==> config.mk <==
export PLATFORM = sky130hd
export DESIGN_NAME = interval_timer
export DESIGN_NICKNAME = d
export VERILOG_FILES = /design/src/hdl/interval_timer_pkg.sv /design/src/hdl/interval_timer.sv
export VERILOG_INCLUDE_DIRS = /design/src /design/src/hdl
export SDC_FILE = /design/constraint.sdc
export NUM_CORES = 1
export LEC_CHECK = 0
export ABC_AREA = 1
export BUFFER_PORTS_ARGS = -buffer_cell sky130_fd_sc_hd__buf_2
export CAP_MARGIN = 15
export CORE_ASPECT_RATIO = 0.8
export CORE_MARGIN = 2
export CORE_UTILIZATION = 65
export CTS_CLUSTER_DIAMETER = 60
export DETAILED_ROUTE_END_ITERATION = 12
export PLACE_DENSITY = 0.84
export SYNTH_ARGS = -nofsm -noshare
export SYNTH_HDL_FRONTEND = slang
export SYNTH_SLANG_ARGS = --single-unit
==> constraint.sdc <==
create_clock -name sys_clk -period 16.5 [get_ports sys_clk]
set_clock_uncertainty 0.15 [all_clocks]
set_input_delay 1.65 -clock sys_clk [delete_from_list [all_inputs] [get_ports sys_clk]]
set_output_delay 1.65 -clock sys_clk [all_outputs]
set_load 0.02 [all_outputs]
==> src/hdl/interval_timer_map.svh <==
`ifndef INTERVAL_TIMER_MAP_SVH
`define INTERVAL_TIMER_MAP_SVH
// ---------------------------------------------
// register byte addresses
// ---------------------------------------------
`define TMR_UNIT_CTRL 8'h00
`define TMR_PRESCALE 8'h04
`define TMR_START 8'h40
`define TMR_STOP 8'h44
`define TMR_ACTIVE 8'h48
`define TMR_OUT_VAL 8'h4C
`define TMR_OUT_EN 8'h50
`define TMR_OUT_MODE 8'h54
`define TMR_OUT_LVL 8'h58
// per-channel groups: address[7:4] = group, address[3:2] = channel
`define TMR_GRP_MODE 4'h1
`define TMR_GRP_PERIOD 4'h2
`define TMR_GRP_COUNT 4'h3
// ---------------------------------------------
// field positions and reset values
// ---------------------------------------------
`define TMR_POWER_BIT 0
`define TMR_PS1_LSB 4
`define TMR_PS_W 4
`define TMR_MODE_SIM_BIT 0
`define TMR_MODE_CKS_BIT 15
`define TMR_UPPER_CH1_BIT 9
`define TMR_UPPER_CH3_BIT 11
`define TMR_REG16_RST 16'h0000
`define TMR_PS_RST 8'h00
`endif

==> src/hdl/interval_timer_pkg.sv <==
package interval_timer_pkg;
    // one-hot channel states
    typedef enum logic [2:0] {
        CH_IDLE = 3'h1,
        CH_LOAD = 3'h2,
        CH_RUN = 3'h4
    } ch_state_e;
endpackage

==> src/hdl/interval_timer.sv <==
// Functional notes
// - power off: unit clock stopped, writes ignored
// - power on: writes accepted, channels stopped
// - enabling output while stopped keeps pin steady
// - start trigger sets active, reads zero
// - period loads on next count clock
// - first load irq and toggle if mode bit
// - count down, reload period at zero
// - zero detected: irq and toggle output
// - period writable at any time while powered
// - down counter always readable
// - output enable writable while running; value only for disabled bits
// - stop trigger clears active, reads zero
// - stop freezes counter value
// - stop keeps output level
// - output disabled: pin follows software value
// - enabled while stopped: pin shows value bit
// - power off resets all channel registers
// - power off clears value, port mode
// - mode bit zero: quiet first load
// - new period applies from next reload
//
// Local design decisions: the address map and the address-and-strobe port.
`include "interval_timer_map.svh"
`timescale 1ns/1ps
`default_nettype none

module interval_timer #(
    parameter int NUM_CH = 4,
    parameter int CNT_W = 16
) (
    input wire logic sys_clk,
    input wire logic arst_n,
    input wire logic [7:0] reg_addr,
    input wire logic [31:0] reg_wdata,
    input wire logic reg_wr,
    input wire logic reg_rd,
    output logic [31:0] reg_rdata,
    output logic [NUM_CH-1:0] channel_interrupt,
    output logic [NUM_CH-1:0] timer_pin_out,
    output logic [NUM_CH-1:0] timer_pin_oe
);
    // ---------------------------------------------
    // reset release
    // ---------------------------------------------
    logic rst_meta_ff;
    logic rst_n_ff;

    always_ff @(posedge sys_clk or negedge arst_n) begin
        if (!arst_n) begin
            rst_meta_ff <= 1'b0;
            rst_n_ff <= 1'b0;
        end else begin
            rst_meta_ff <= 1'b1;
            rst_n_ff <= rst_meta_ff;
        end
    end

    // ---------------------------------------------
    // unit power and write gating
    // ---------------------------------------------
    logic unit_power_enable_ff;
    logic wr_ok;

    always_ff @(posedge sys_clk or negedge rst_n_ff) begin
        if (!rst_n_ff) begin
            unit_power_enable_ff <= 1'b0;
        end else if (reg_wr && reg_addr == `TMR_UNIT_CTRL) begin
            unit_power_enable_ff <= reg_wdata[`TMR_POWER_BIT];
        end
    end

    assign wr_ok = reg_wr && unit_power_enable_ff;

    logic [3:0] grp;
    logic [1:0] sel_ch;
    logic addr_lo_ok;
    assign grp = reg_addr[7:4];
    assign sel_ch = reg_addr[3:2];
    assign addr_lo_ok = reg_addr[1:0] == 2'h0;

    // ---------------------------------------------
    // prescaler
    // ---------------------------------------------
    logic [7:0] prescaler_select_register_ff;
    logic [15:0] ps_cnt_ff;
    logic [15:0] mask0;
    logic [15:0] mask1;
    logic prescaled_clock_0;
    logic prescaled_clock_1;

    always_ff @(posedge sys_clk or negedge rst_n_ff) begin
        if (!rst_n_ff) begin
            prescaler_select_register_ff <= `TMR_PS_RST;
        end else if (!unit_power_enable_ff) begin
            prescaler_select_register_ff <= `TMR_PS_RST;
        end else if (wr_ok && reg_addr == `TMR_PRESCALE) begin
            prescaler_select_register_ff <= reg_wdata[7:0];
        end
    end

    always_ff @(posedge sys_clk or negedge rst_n_ff) begin
        if (!rst_n_ff) begin
            ps_cnt_ff <= 16'h0000;
        end else if (!unit_power_enable_ff) begin
            ps_cnt_ff <= 16'h0000;
        end else begin
            ps_cnt_ff <= ps_cnt_ff + 16'h0001;
        end
    end

    // divide by 2^select; select 0 ticks every cycle
    assign mask0 = 16'((32'h1 << prescaler_select_register_ff[`TMR_PS_W-1:0]) - 32'h1);
    assign mask1 = 16'((32'h1 << prescaler_select_register_ff[`TMR_PS1_LSB+:`TMR_PS_W])
        - 32'h1);
    assign prescaled_clock_0 = unit_power_enable_ff && ((ps_cnt_ff & mask0) == mask0);
    assign prescaled_clock_1 = unit_power_enable_ff && ((ps_cnt_ff & mask1) == mask1);

    // ---------------------------------------------
    // start and stop triggers
    // ---------------------------------------------
    logic [NUM_CH-1:0] start_hit;
    logic [NUM_CH-1:0] stop_hit;
    logic [NUM_CH-1:0] upper_map;

    always_comb begin
        upper_map = '0;
        for (int i = 0; i < NUM_CH; i++) begin
            if (i == 1) begin
                upper_map[i] = reg_wdata[`TMR_UPPER_CH1_BIT];
            end else if (i == 3) begin
                upper_map[i] = reg_wdata[`TMR_UPPER_CH3_BIT];
            end
        end
    end

    assign start_hit = (wr_ok && reg_addr == `TMR_START) ?
        (reg_wdata[NUM_CH-1:0] | upper_map) : '0;
    assign stop_hit = (wr_ok && reg_addr == `TMR_STOP) ?
        (reg_wdata[NUM_CH-1:0] | upper_map) : '0;

    // ---------------------------------------------
    // channels
    // ---------------------------------------------
    logic [NUM_CH-1:0] ch_event;
    logic [NUM_CH-1:0] channel_active_flag;
    logic [CNT_W-1:0] cnt_vec [NUM_CH];
    logic [15:0] mode_vec [NUM_CH];
    logic [CNT_W-1:0] period_vec [NUM_CH];

    for (genvar gi = 0; gi < NUM_CH; gi++) begin : ch
        interval_timer_pkg::ch_state_e state_ff;
        logic [15:0] channel_mode_register_ff;
        logic [CNT_W-1:0] period_register_ff;
        logic [CNT_W-1:0] down_counter_ff;
        logic count_tick;
        logic wr_here;

        assign wr_here = wr_ok && addr_lo_ok && sel_ch == 2'(gi);
        assign count_tick = channel_mode_register_ff[`TMR_MODE_CKS_BIT] ?
            prescaled_clock_1 : prescaled_clock_0;

        always_ff @(posedge sys_clk or negedge rst_n_ff) begin
            if (!rst_n_ff) begin
                channel_mode_register_ff <= `TMR_REG16_RST;
            end else if (!unit_power_enable_ff) begin
                channel_mode_register_ff <= `TMR_REG16_RST;
            end else if (wr_here && grp == `TMR_GRP_MODE) begin
                channel_mode_register_ff <= reg_wdata[15:0];
            end
        end

        always_ff @(posedge sys_clk or negedge rst_n_ff) begin
            if (!rst_n_ff) begin
                period_register_ff <= '0;
            end else if (!unit_power_enable_ff) begin
                period_register_ff <= '0;
            end else if (wr_here && grp == `TMR_GRP_PERIOD) begin
                period_register_ff <= reg_wdata[CNT_W-1:0];
            end
        end

        always_ff @(posedge sys_clk or negedge rst_n_ff) begin
            if (!rst_n_ff) begin
                state_ff <= interval_timer_pkg::CH_IDLE;
            end else if (!unit_power_enable_ff) begin
                state_ff <= interval_timer_pkg::CH_IDLE;
            end else if (stop_hit[gi]) begin
                state_ff <= interval_timer_pkg::CH_IDLE;
            end else if (start_hit[gi]) begin
                state_ff <= interval_timer_pkg::CH_LOAD;
            end else begin
                case (state_ff)
                    interval_timer_pkg::CH_IDLE: begin
                        state_ff <= interval_timer_pkg::CH_IDLE;
                    end
                    interval_timer_pkg::CH_LOAD: begin
                        if (count_tick) begin
                            state_ff <= interval_timer_pkg::CH_RUN;
                        end
                    end
                    interval_timer_pkg::CH_RUN: begin
                        state_ff <= interval_timer_pkg::CH_RUN;
                    end
                    default: begin
                        state_ff <= interval_timer_pkg::CH_IDLE;
                    end
                endcase
            end
        end

        always_ff @(posedge sys_clk or negedge rst_n_ff) begin
            if (!rst_n_ff) begin
                down_counter_ff <= '0;
            end else if (!unit_power_enable_ff) begin
                down_counter_ff <= '0;
            end else if (count_tick && !stop_hit[gi] && !start_hit[gi]) begin
                if (state_ff == interval_timer_pkg::CH_LOAD) begin
                    down_counter_ff <= period_register_ff;
                end else if (state_ff == interval_timer_pkg::CH_RUN) begin
                    if (down_counter_ff == '0) begin
                        down_counter_ff <= period_register_ff;
                    end else begin
                        down_counter_ff <= down_counter_ff - 1'b1;
                    end
                end
            end
        end

        // first load event by mode bit
        assign ch_event[gi] = count_tick && !stop_hit[gi] && !start_hit[gi] &&
            ((state_ff == interval_timer_pkg::CH_LOAD &&
              channel_mode_register_ff[`TMR_MODE_SIM_BIT]) ||
             (state_ff == interval_timer_pkg::CH_RUN && down_counter_ff == '0));
        assign channel_active_flag[gi] = state_ff != interval_timer_pkg::CH_IDLE;
        assign cnt_vec[gi] = down_counter_ff;
        assign mode_vec[gi] = channel_mode_register_ff;
        assign period_vec[gi] = period_register_ff;
    end

    // ---------------------------------------------
    // output control
    // ---------------------------------------------
    logic [NUM_CH-1:0] output_value_register_ff;
    logic [NUM_CH-1:0] output_enable_register_ff;
    logic [NUM_CH-1:0] output_mode_register_ff;
    logic [NUM_CH-1:0] output_level_register_ff;
    logic [NUM_CH-1:0] sw_val_wr;

    assign sw_val_wr = (wr_ok && reg_addr == `TMR_OUT_VAL) ? ~output_enable_register_ff : '0;

    always_ff @(posedge sys_clk or negedge rst_n_ff) begin
        if (!rst_n_ff) begin
            output_value_register_ff <= '0;
        end else if (!unit_power_enable_ff) begin
            output_value_register_ff <= '0;
        end else begin
            // software writes bits not under timer control
            // toggle only on events, held otherwise
            output_value_register_ff <= ((output_value_register_ff & ~sw_val_wr) |
                (reg_wdata[NUM_CH-1:0] & sw_val_wr)) ^
                (ch_event & output_enable_register_ff);
        end
    end

    always_ff @(posedge sys_clk or negedge rst_n_ff) begin
        if (!rst_n_ff) begin
            output_enable_register_ff <= '0;
            output_mode_register_ff <= '0;
            output_level_register_ff <= '0;
        end else if (!unit_power_enable_ff) begin
            output_enable_register_ff <= '0;
            output_mode_register_ff <= '0;
            output_level_register_ff <= '0;
        end else begin
            if (wr_ok && reg_addr == `TMR_OUT_EN) begin
                output_enable_register_ff <= reg_wdata[NUM_CH-1:0];
            end
            if (wr_ok && reg_addr == `TMR_OUT_MODE) begin
                output_mode_register_ff <= reg_wdata[NUM_CH-1:0];
            end
            if (wr_ok && reg_addr == `TMR_OUT_LVL) begin
                output_level_register_ff <= reg_wdata[NUM_CH-1:0];
            end
        end
    end

    // pin path: value bit through level inversion; port mode when unpowered
    always_ff @(posedge sys_clk or negedge rst_n_ff) begin
        if (!rst_n_ff) begin
            timer_pin_out <= '0;
            timer_pin_oe <= '0;
        end else if (!unit_power_enable_ff) begin
            timer_pin_out <= '0;
            timer_pin_oe <= '0;
        end else begin
            timer_pin_out <= output_value_register_ff ^ output_level_register_ff;
            timer_pin_oe <= '1;
        end
    end

    always_ff @(posedge sys_clk or negedge rst_n_ff) begin
        if (!rst_n_ff) begin
            channel_interrupt <= '0;
        end else begin
            channel_interrupt <= ch_event;
        end
    end

    // ---------------------------------------------
    // read path
    // ---------------------------------------------
    logic [31:0] rd_val;

    always_comb begin
        rd_val = 32'h0000_0000;
        if (reg_addr == `TMR_UNIT_CTRL) begin
            rd_val[`TMR_POWER_BIT] = unit_power_enable_ff;
        end else if (reg_addr == `TMR_PRESCALE) begin
            rd_val[7:0] = prescaler_select_register_ff;
        end else if (reg_addr == `TMR_ACTIVE) begin
            rd_val[NUM_CH-1:0] = channel_active_flag;
            rd_val[`TMR_UPPER_CH1_BIT] = channel_active_flag[1];
            rd_val[`TMR_UPPER_CH3_BIT] = channel_active_flag[3];
        end else if (reg_addr == `TMR_OUT_VAL) begin
            rd_val[NUM_CH-1:0] = output_value_register_ff;
        end else if (reg_addr == `TMR_OUT_EN) begin
            rd_val[NUM_CH-1:0] = output_enable_register_ff;
        end else if (reg_addr == `TMR_OUT_MODE) begin
            rd_val[NUM_CH-1:0] = output_mode_register_ff;
        end else if (reg_addr == `TMR_OUT_LVL) begin
            rd_val[NUM_CH-1:0] = output_level_register_ff;
        end else if (addr_lo_ok && grp == `TMR_GRP_MODE) begin
            rd_val[15:0] = mode_vec[sel_ch];
        end else if (addr_lo_ok && grp == `TMR_GRP_PERIOD) begin
            rd_val[CNT_W-1:0] = period_vec[sel_ch];
        end else if (addr_lo_ok && grp == `TMR_GRP_COUNT) begin
            rd_val[CNT_W-1:0] = cnt_vec[sel_ch];
        end
    end

    always_ff @(posedge sys_clk or negedge rst_n_ff) begin
        if (!rst_n_ff) begin
            reg_rdata <= 32'h0000_0000;
        end else begin
            reg_rdata <= reg_rd ? rd_val : 32'h0000_0000;
        end
    end

    logic wr_start0;
    assign wr_start0 = wr_ok && reg_addr == `TMR_START && reg_wdata[0];
endmodule

`default_nettype wire

* Yosys cells after proc, flatten, opt, wreduce, memory -nomap -nowiden
Cells that the tools add are included.
Storage, ports and cells: register bits 275, output and inout port bits 44, logic and storage cells 286
Cells by class: add/sub/neg operators 7, magnitude comparators 1, equality and inequality tests 52, shifts and indexed selects 2, multiplexer cells 113, bitwise gates (word level) 12, reduce and logical (&&, ||, !) cells 70
Operators by type and width (number):
- $mux W16 | 54
- $bmux W16 S2 | 3
- $sub A16 B1 Y16 const B | 6
- $mux W4 | 18
- $logic_not A16 Y1 | 4
- $eq A8 B7 Y1 const B | 7
- $mux W12 | 4
- $mux W3 | 16
- $logic_and A1 B1 Y1 | 47
- $and A16 B16 Y16 | 2
- $eq A16 B16 Y1 | 2
- $mux W8 | 4
- $ne A2 B1 Y1 const B | 16
- $shl A1 B4 Y16 const A | 2
- $ne A3 B1 Y1 const B | 8
- $pmux W3 S2 | 4
- $ne A5 B5 Y1 const B | 4
- $add A16 B1 Y16 const B | 1
- $mux W15 | 1
- $and A4 B4 Y4 | 3
- $eq A3 B2 Y1 const B | 4
- $eq A3 B3 Y1 const B | 4
- $eq A4 B2 Y1 const B | 2
- $eq A8 B3 Y1 const B | 1
- other kinds (15) | 40

* Longest topological paths before layout
word-level depth 22, mapped depth 20

* Worst setup path before layout
Ideal clock, no wire load.
path kind input port to flip-flop, start input reg_addr[2], end register ch[1].down_counter_ff[10], setup time 0.080 ns, data arrival time 3.024 ns, data required time 16.270 ns, slack 13.246 ns, stages 12, cells stage by stage nor2_2 -> inv_2 -> nor2_1 -> nand2_1 -> inv_1 -> o21ai_2 -> o21ai_0 -> inv_1 -> nand3_4 -> nand2_4 -> buf_8 -> o22ai_2
Between the ends: longest elaborated chain between the ends 8, elaborated cells between the ends (all ways) 12, classes of those cells 3 x eq/ne; 2 x mux; 7 x reduce/logical
Ends and longest elaborated chain:
- start, declared | RTL line interval_timer.sv:34 | input wire logic [7:0] reg_addr,
- $eq A8 B7 Y1 (no source line)
- $logic_and A1 B1 Y1 (no source line)
- $mux W4 | RTL line interval_timer.sv:139 | assign stop_hit = (wr_ok && reg_addr == `TMR_STOP) ?
- $logic_not A1 Y1 | RTL line interval_timer.sv:217 | end else if (count_tick && !stop_hit[gi] && !start_hit[gi]) begin
- $logic_and A1 B1 Y1 | RTL line interval_timer.sv:217
- $logic_and A1 B1 Y1 (*) | RTL line interval_timer.sv:217
- $ne A2 B1 Y1 (no source line) (*)
- $reduce_and A2 Y1 (no source line) (*)
- end signal, assigned | RTL line interval_timer.sv:219 | down_counter_ff <= period_register_ff;
- end signal, assigned | RTL line interval_timer.sv:222 | down_counter_ff <= period_register_ff;
- end signal, assigned | RTL line interval_timer.sv:224 | down_counter_ff <= down_counter_ff - 1'b1;
- end, declared | RTL line interval_timer.sv:155 | logic [CNT_W-1:0] down_counter_ff;
Every way passes the cells marked *; elsewhere a longest branch is shown, timed or not. A chain may end at the register's enable or synchronous reset.

* Worst setup path after layout
start input reg_addr[7], end register reg_rdata[4]
Between the ends: longest elaborated chain between the ends 20, elaborated cells between the ends (all ways) 31, classes of those cells 9 x eq/ne; 18 x mux; 4 x reduce/logical
Ends and longest elaborated chain:
- $eq A4 B2 Y1 (no source line)
- $logic_and A1 B1 Y1 (no source line)
- $mux W16 | RTL line interval_timer.sv:337 | end else if (addr_lo_ok && grp == `TMR_GRP_COUNT) begin
- $mux W16 | RTL line interval_timer.sv:335 | end else if (addr_lo_ok && grp == `TMR_GRP_PERIOD) begin
- $mux W16 | RTL line interval_timer.sv:333 | end else if (addr_lo_ok && grp == `TMR_GRP_MODE) begin
- $mux W16 | RTL line interval_timer.sv:331 | end else if (reg_addr == `TMR_OUT_LVL) begin
- $mux W16 | RTL line interval_timer.sv:329 | end else if (reg_addr == `TMR_OUT_MODE) begin
- $mux W16 | RTL line interval_timer.sv:327 | end else if (reg_addr == `TMR_OUT_EN) begin
- [4 not listed]
- $mux W12 | RTL line interval_timer.sv:331
- $mux W12 | RTL line interval_timer.sv:329
- $mux W12 | RTL line interval_timer.sv:327
- $mux W12 | RTL line interval_timer.sv:325 | end else if (reg_addr == `TMR_OUT_VAL) begin
- $mux W5 | RTL line interval_timer.sv:321 | end else if (reg_addr == `TMR_ACTIVE) begin
- $mux W8 | RTL line interval_timer.sv:319 | end else if (reg_addr == `TMR_PRESCALE) begin
- $mux W15 (*) | RTL line interval_timer.sv:317 | if (reg_addr == `TMR_UNIT_CTRL) begin
- $mux W16 (*) | RTL line interval_timer.sv:346 | reg_rdata <= reg_rd ? rd_val : 32'h0000_0000;
- end signal, assigned | RTL line interval_timer.sv:346
- end, declared | RTL line interval_timer.sv:38 | output logic [31:0] reg_rdata,
Every way passes the cells marked *; elsewhere a longest branch is shown, timed or not. The select of a mux whose other input is x is not followed.

==> reports/qor.csv <==
stage,metric,value,unit
outcome,status,"finished, final reports clean",
routing,vias,13900,
routing,routedWlPerCell,20.9,um
sta,min_period,4140,ps
power_and_ir_drop,power,1.53,mW
placement,place.detailed.hpwl,31.9,mm
sta,slew_violations,0,
worst_setup_path,crit_type,in -> reg,
worst_setup_path,critPathMaxFanout,20,
sta,rsz0062_at_grt,no,
sta,hold_viol,0,
synthesis,ys_warn_count,0,
worst_setup_path,reg2reg_to,ch[1].down_counter_ff[0],
min_path,hold_start,rst_meta_ff,
worst_setup_path,r2r_cells,13,
synthesis,syn_area,14800,um2
worst_setup_path,cp.arrival,4480,ps
worst_setup_path,rr_startpoint,unit_power_enable_ff,
global_routing,grt_use_total,37.6,%
synthesis,synth_compound_area_share,21.3,%
min_path,hold_depth,0,
worst_setup_path,end_kind,register,
finish,antenna_cells,0,
synthesis,synth_xor_area_share,2.19,%
routing,drt_first_pass_iters,6,
sta,setup_ws,12360,ps
sta,finalSetupViolCount,0,
global_routing,antenna_found_initial,2,
placement,gp_congestion,1.02,
sta,fmax,241,MHz
clock_tree,cts_sinks,271,
die,die_area,24000,um2
die,die_h,139,um
sta,post-route-period-util,25.1,%
min_path,holdCritPathClass,reg -> reg,
clock_tree,cts_max_level,1,
synthesis,yosysSeqAreaShare,45.8,%
die,die_x,173,um
clock_tree,clock_tree.buffer_depth,3,
finish,most-common-layout-cells,"nand2_1 (363), dfrtp_1 (265), o21ai_0 (249)",
sta,worst_slew_pin_slew,1100,ps
finish,drive_gt1_share,11.5,%
global_routing,grt_max_degree,73,
routing,wl_met2,18.6,mm
routing,highest_layer,met5,
placement,place_ws,12030,ps
synthesis,synthMuxAreaShare,0.811,%
clock_tree,cts_buffers,28,
synthesis,yosys.area_share.simple,20.5,%
power_and_ir_drop,p_leak,7.40,nW
clock_tree,post_cts_buffers,0,
die,rows,49,
finish,layout_commonest_cell,nand2_1,
finish,nNetsFinal,1901,
worst_setup_path,rrSetupSlack,12530,ps
clock_tree,cts-hold-fix-buffers,0,
global_routing,grt_pass1_vias,12900,
power_and_ir_drop,powerDensity,94.9,nW/um2
routing,wl_met1,18.7,mm
synthesis,ys_types,50,
worst_setup_path,worst_ep_required_time,16830,ps
die,pin_count,88,
placement,dp_cells,2122,
clock_tree,cts-resized-gates,0,
finish,final_cells,2174,
sta,relSlewSlack,26.6,%
routing,drc,0,
synthesis,synth_adder_area_share,0.930,%
finish,regArea,6790,um2
power_and_ir_drop,vdd_drop_max,0.109,mV
placement,port_buffers,55,
sta,fin_setup_tns,0,ps
routing,ant_nets,0,
die,initial_utilization,66.0,%
global_routing,overflow,0,
routing,routed_wl,45.4,mm
clock_tree,clock_latency,560,ps
clock_tree,cts_tree,built,
synthesis,synth.avg_cell_area,8.09,um2
synthesis,synth_top_family_by_area,compound AO/OA/AOI/OAI gates,
routing,drt_iter0_drc,1939,
routing,wl_met3,6.03,mm
synthesis,ys_ff_latch,271,
global_routing,grt_pass1_wl,71.2,mm
die,core,22400,um2
clock_tree,clk_pin_slew,70,ps
worst_setup_path,start_kind,primary input,
routing,via_per_inst,6.38,
finish,multi_input_area,6880,um2
synthesis,synth_cells,1830,
finish,fillers,1758,
finish,fin_util,71.9,%
clock_tree,clockRootBuffer,clkbuf_16,
finish,area_growth,8.97,%
min_path,whs_endpoint,rst_n_ff,
job,max_cap_violations,0,
## synthesized netlist by cell type (all sizes together)
cell type	instances	area share [%]
a211oi	1	0.051
a21boi	1	0.051
a21oi	63	2.2
a22oi	9	0.46
a31oi	8	0.34
and3	4	0.17
buf	50	2.4
clkbuf	52	1.3
clkinv	4	0.10
conb	2	0.051
dfrtp	267	45
dfstp	4	0.71
ha	11	0.93
inv	177	4.5
mux2i	12	0.81
nand2	374	9.8
nand3	93	3.5
nand3b	2	0.10
nand4	22	0.93
nor2	146	3.9
nor3	41	1.5
nor3b	3	0.15
nor4	7	0.34
o2111ai	15	0.89
o211ai	10	0.51
o21a	3	0.15
o21ai	264	9.0
o221ai	4	0.24
o22ai	126	6.9
o311ai	6	0.35
o31ai	5	0.25
or2	7	0.30
xnor2	6	0.35
xor2	31	1.8
## through the flow
stage | hold WS [ps] | area (um2)
finish | 212 | 16100
global route | 226 | 16100
CTS | 213 | 16100
detailed placement | 193 | 15100
global placement | 190 | 15100
floorplan | 181 | 14900
## flip-flops by register name, summed over array words and instances, names as in the netlist, 8 cells and up
name / count
ch.channel_mode_register_ff: 64
ch.down_counter_ff: 64
ch.period_register_ff: 64
ch.state_ff: 12
prescaler_select_register_ff: 8
ps_cnt_ff: 15
reg_rdata: 16
## metal layers
layer	vias to the layer above	global-route usage, %
met5	-	0
met4	6	15.6
met3	151	11.6
met2	903	52.3
met1	6560	54.6
li1	6244	-
## where the power goes
group          leakage, nW  internal (mW)  switching, mW
Combinational         3.18         0.0381          0.109
Sequential            3.74          0.682         0.0222
Clock                0.480          0.403          0.277
Total                 7.40           1.12          0.408
## cells by family after synthesis
| family | Yosys count |
|---|---|
| XOR/XNOR | 37 |
| other | 2 |
| AND/OR/NAND/NOR | 699 |
| multiplexers | 12 |
| flip-flops | 271 |
| AO/OA/AOI/OAI | 515 |
| buffers and inverters | 283 |
| adder cells (fa/ha/maj) | 11 |
## critical path, stage by stage
cell and delay (ps):
buf_2 110, inv_1 70, nand2_1 130, nor3_2 430
nand2_1 630, o311ai_0 1110, a22oi_1 160, nor2_1 180
## cell type report
class	instances	share of cell area, %
clock buffers	38	4.95
clock inverters	14	1.19
inverters	181	4.21
multi-input cells	1291	42.6
flip-flops and latches	271	42.1
well taps	306	2.37
repair buffers	73	2.54
## worst max-delay path by stage
stage | startpoint | slack, ps | cells past startpoint | to
3_3_place_gp | reg_addr[6] | 12080 | 8 | reg_rdata[4]
2_1_floorplan | rst_n_ff | 8250 | 0 | ch[0].channel_mode_register_ff[0]
4_1_cts | reg_addr[7] | 12510 | 8 | reg_rdata[4]
5_1_grt | reg_addr[7] | 12190 | 8 | reg_rdata[4]
3_5_place_dp | reg_addr[7] | 12030 | 8 | reg_rdata[4]
6_report | reg_addr[7] | 12360 | 8 | reg_rdata[4]
No activity file was read; power rests on OpenSTA's default activity.
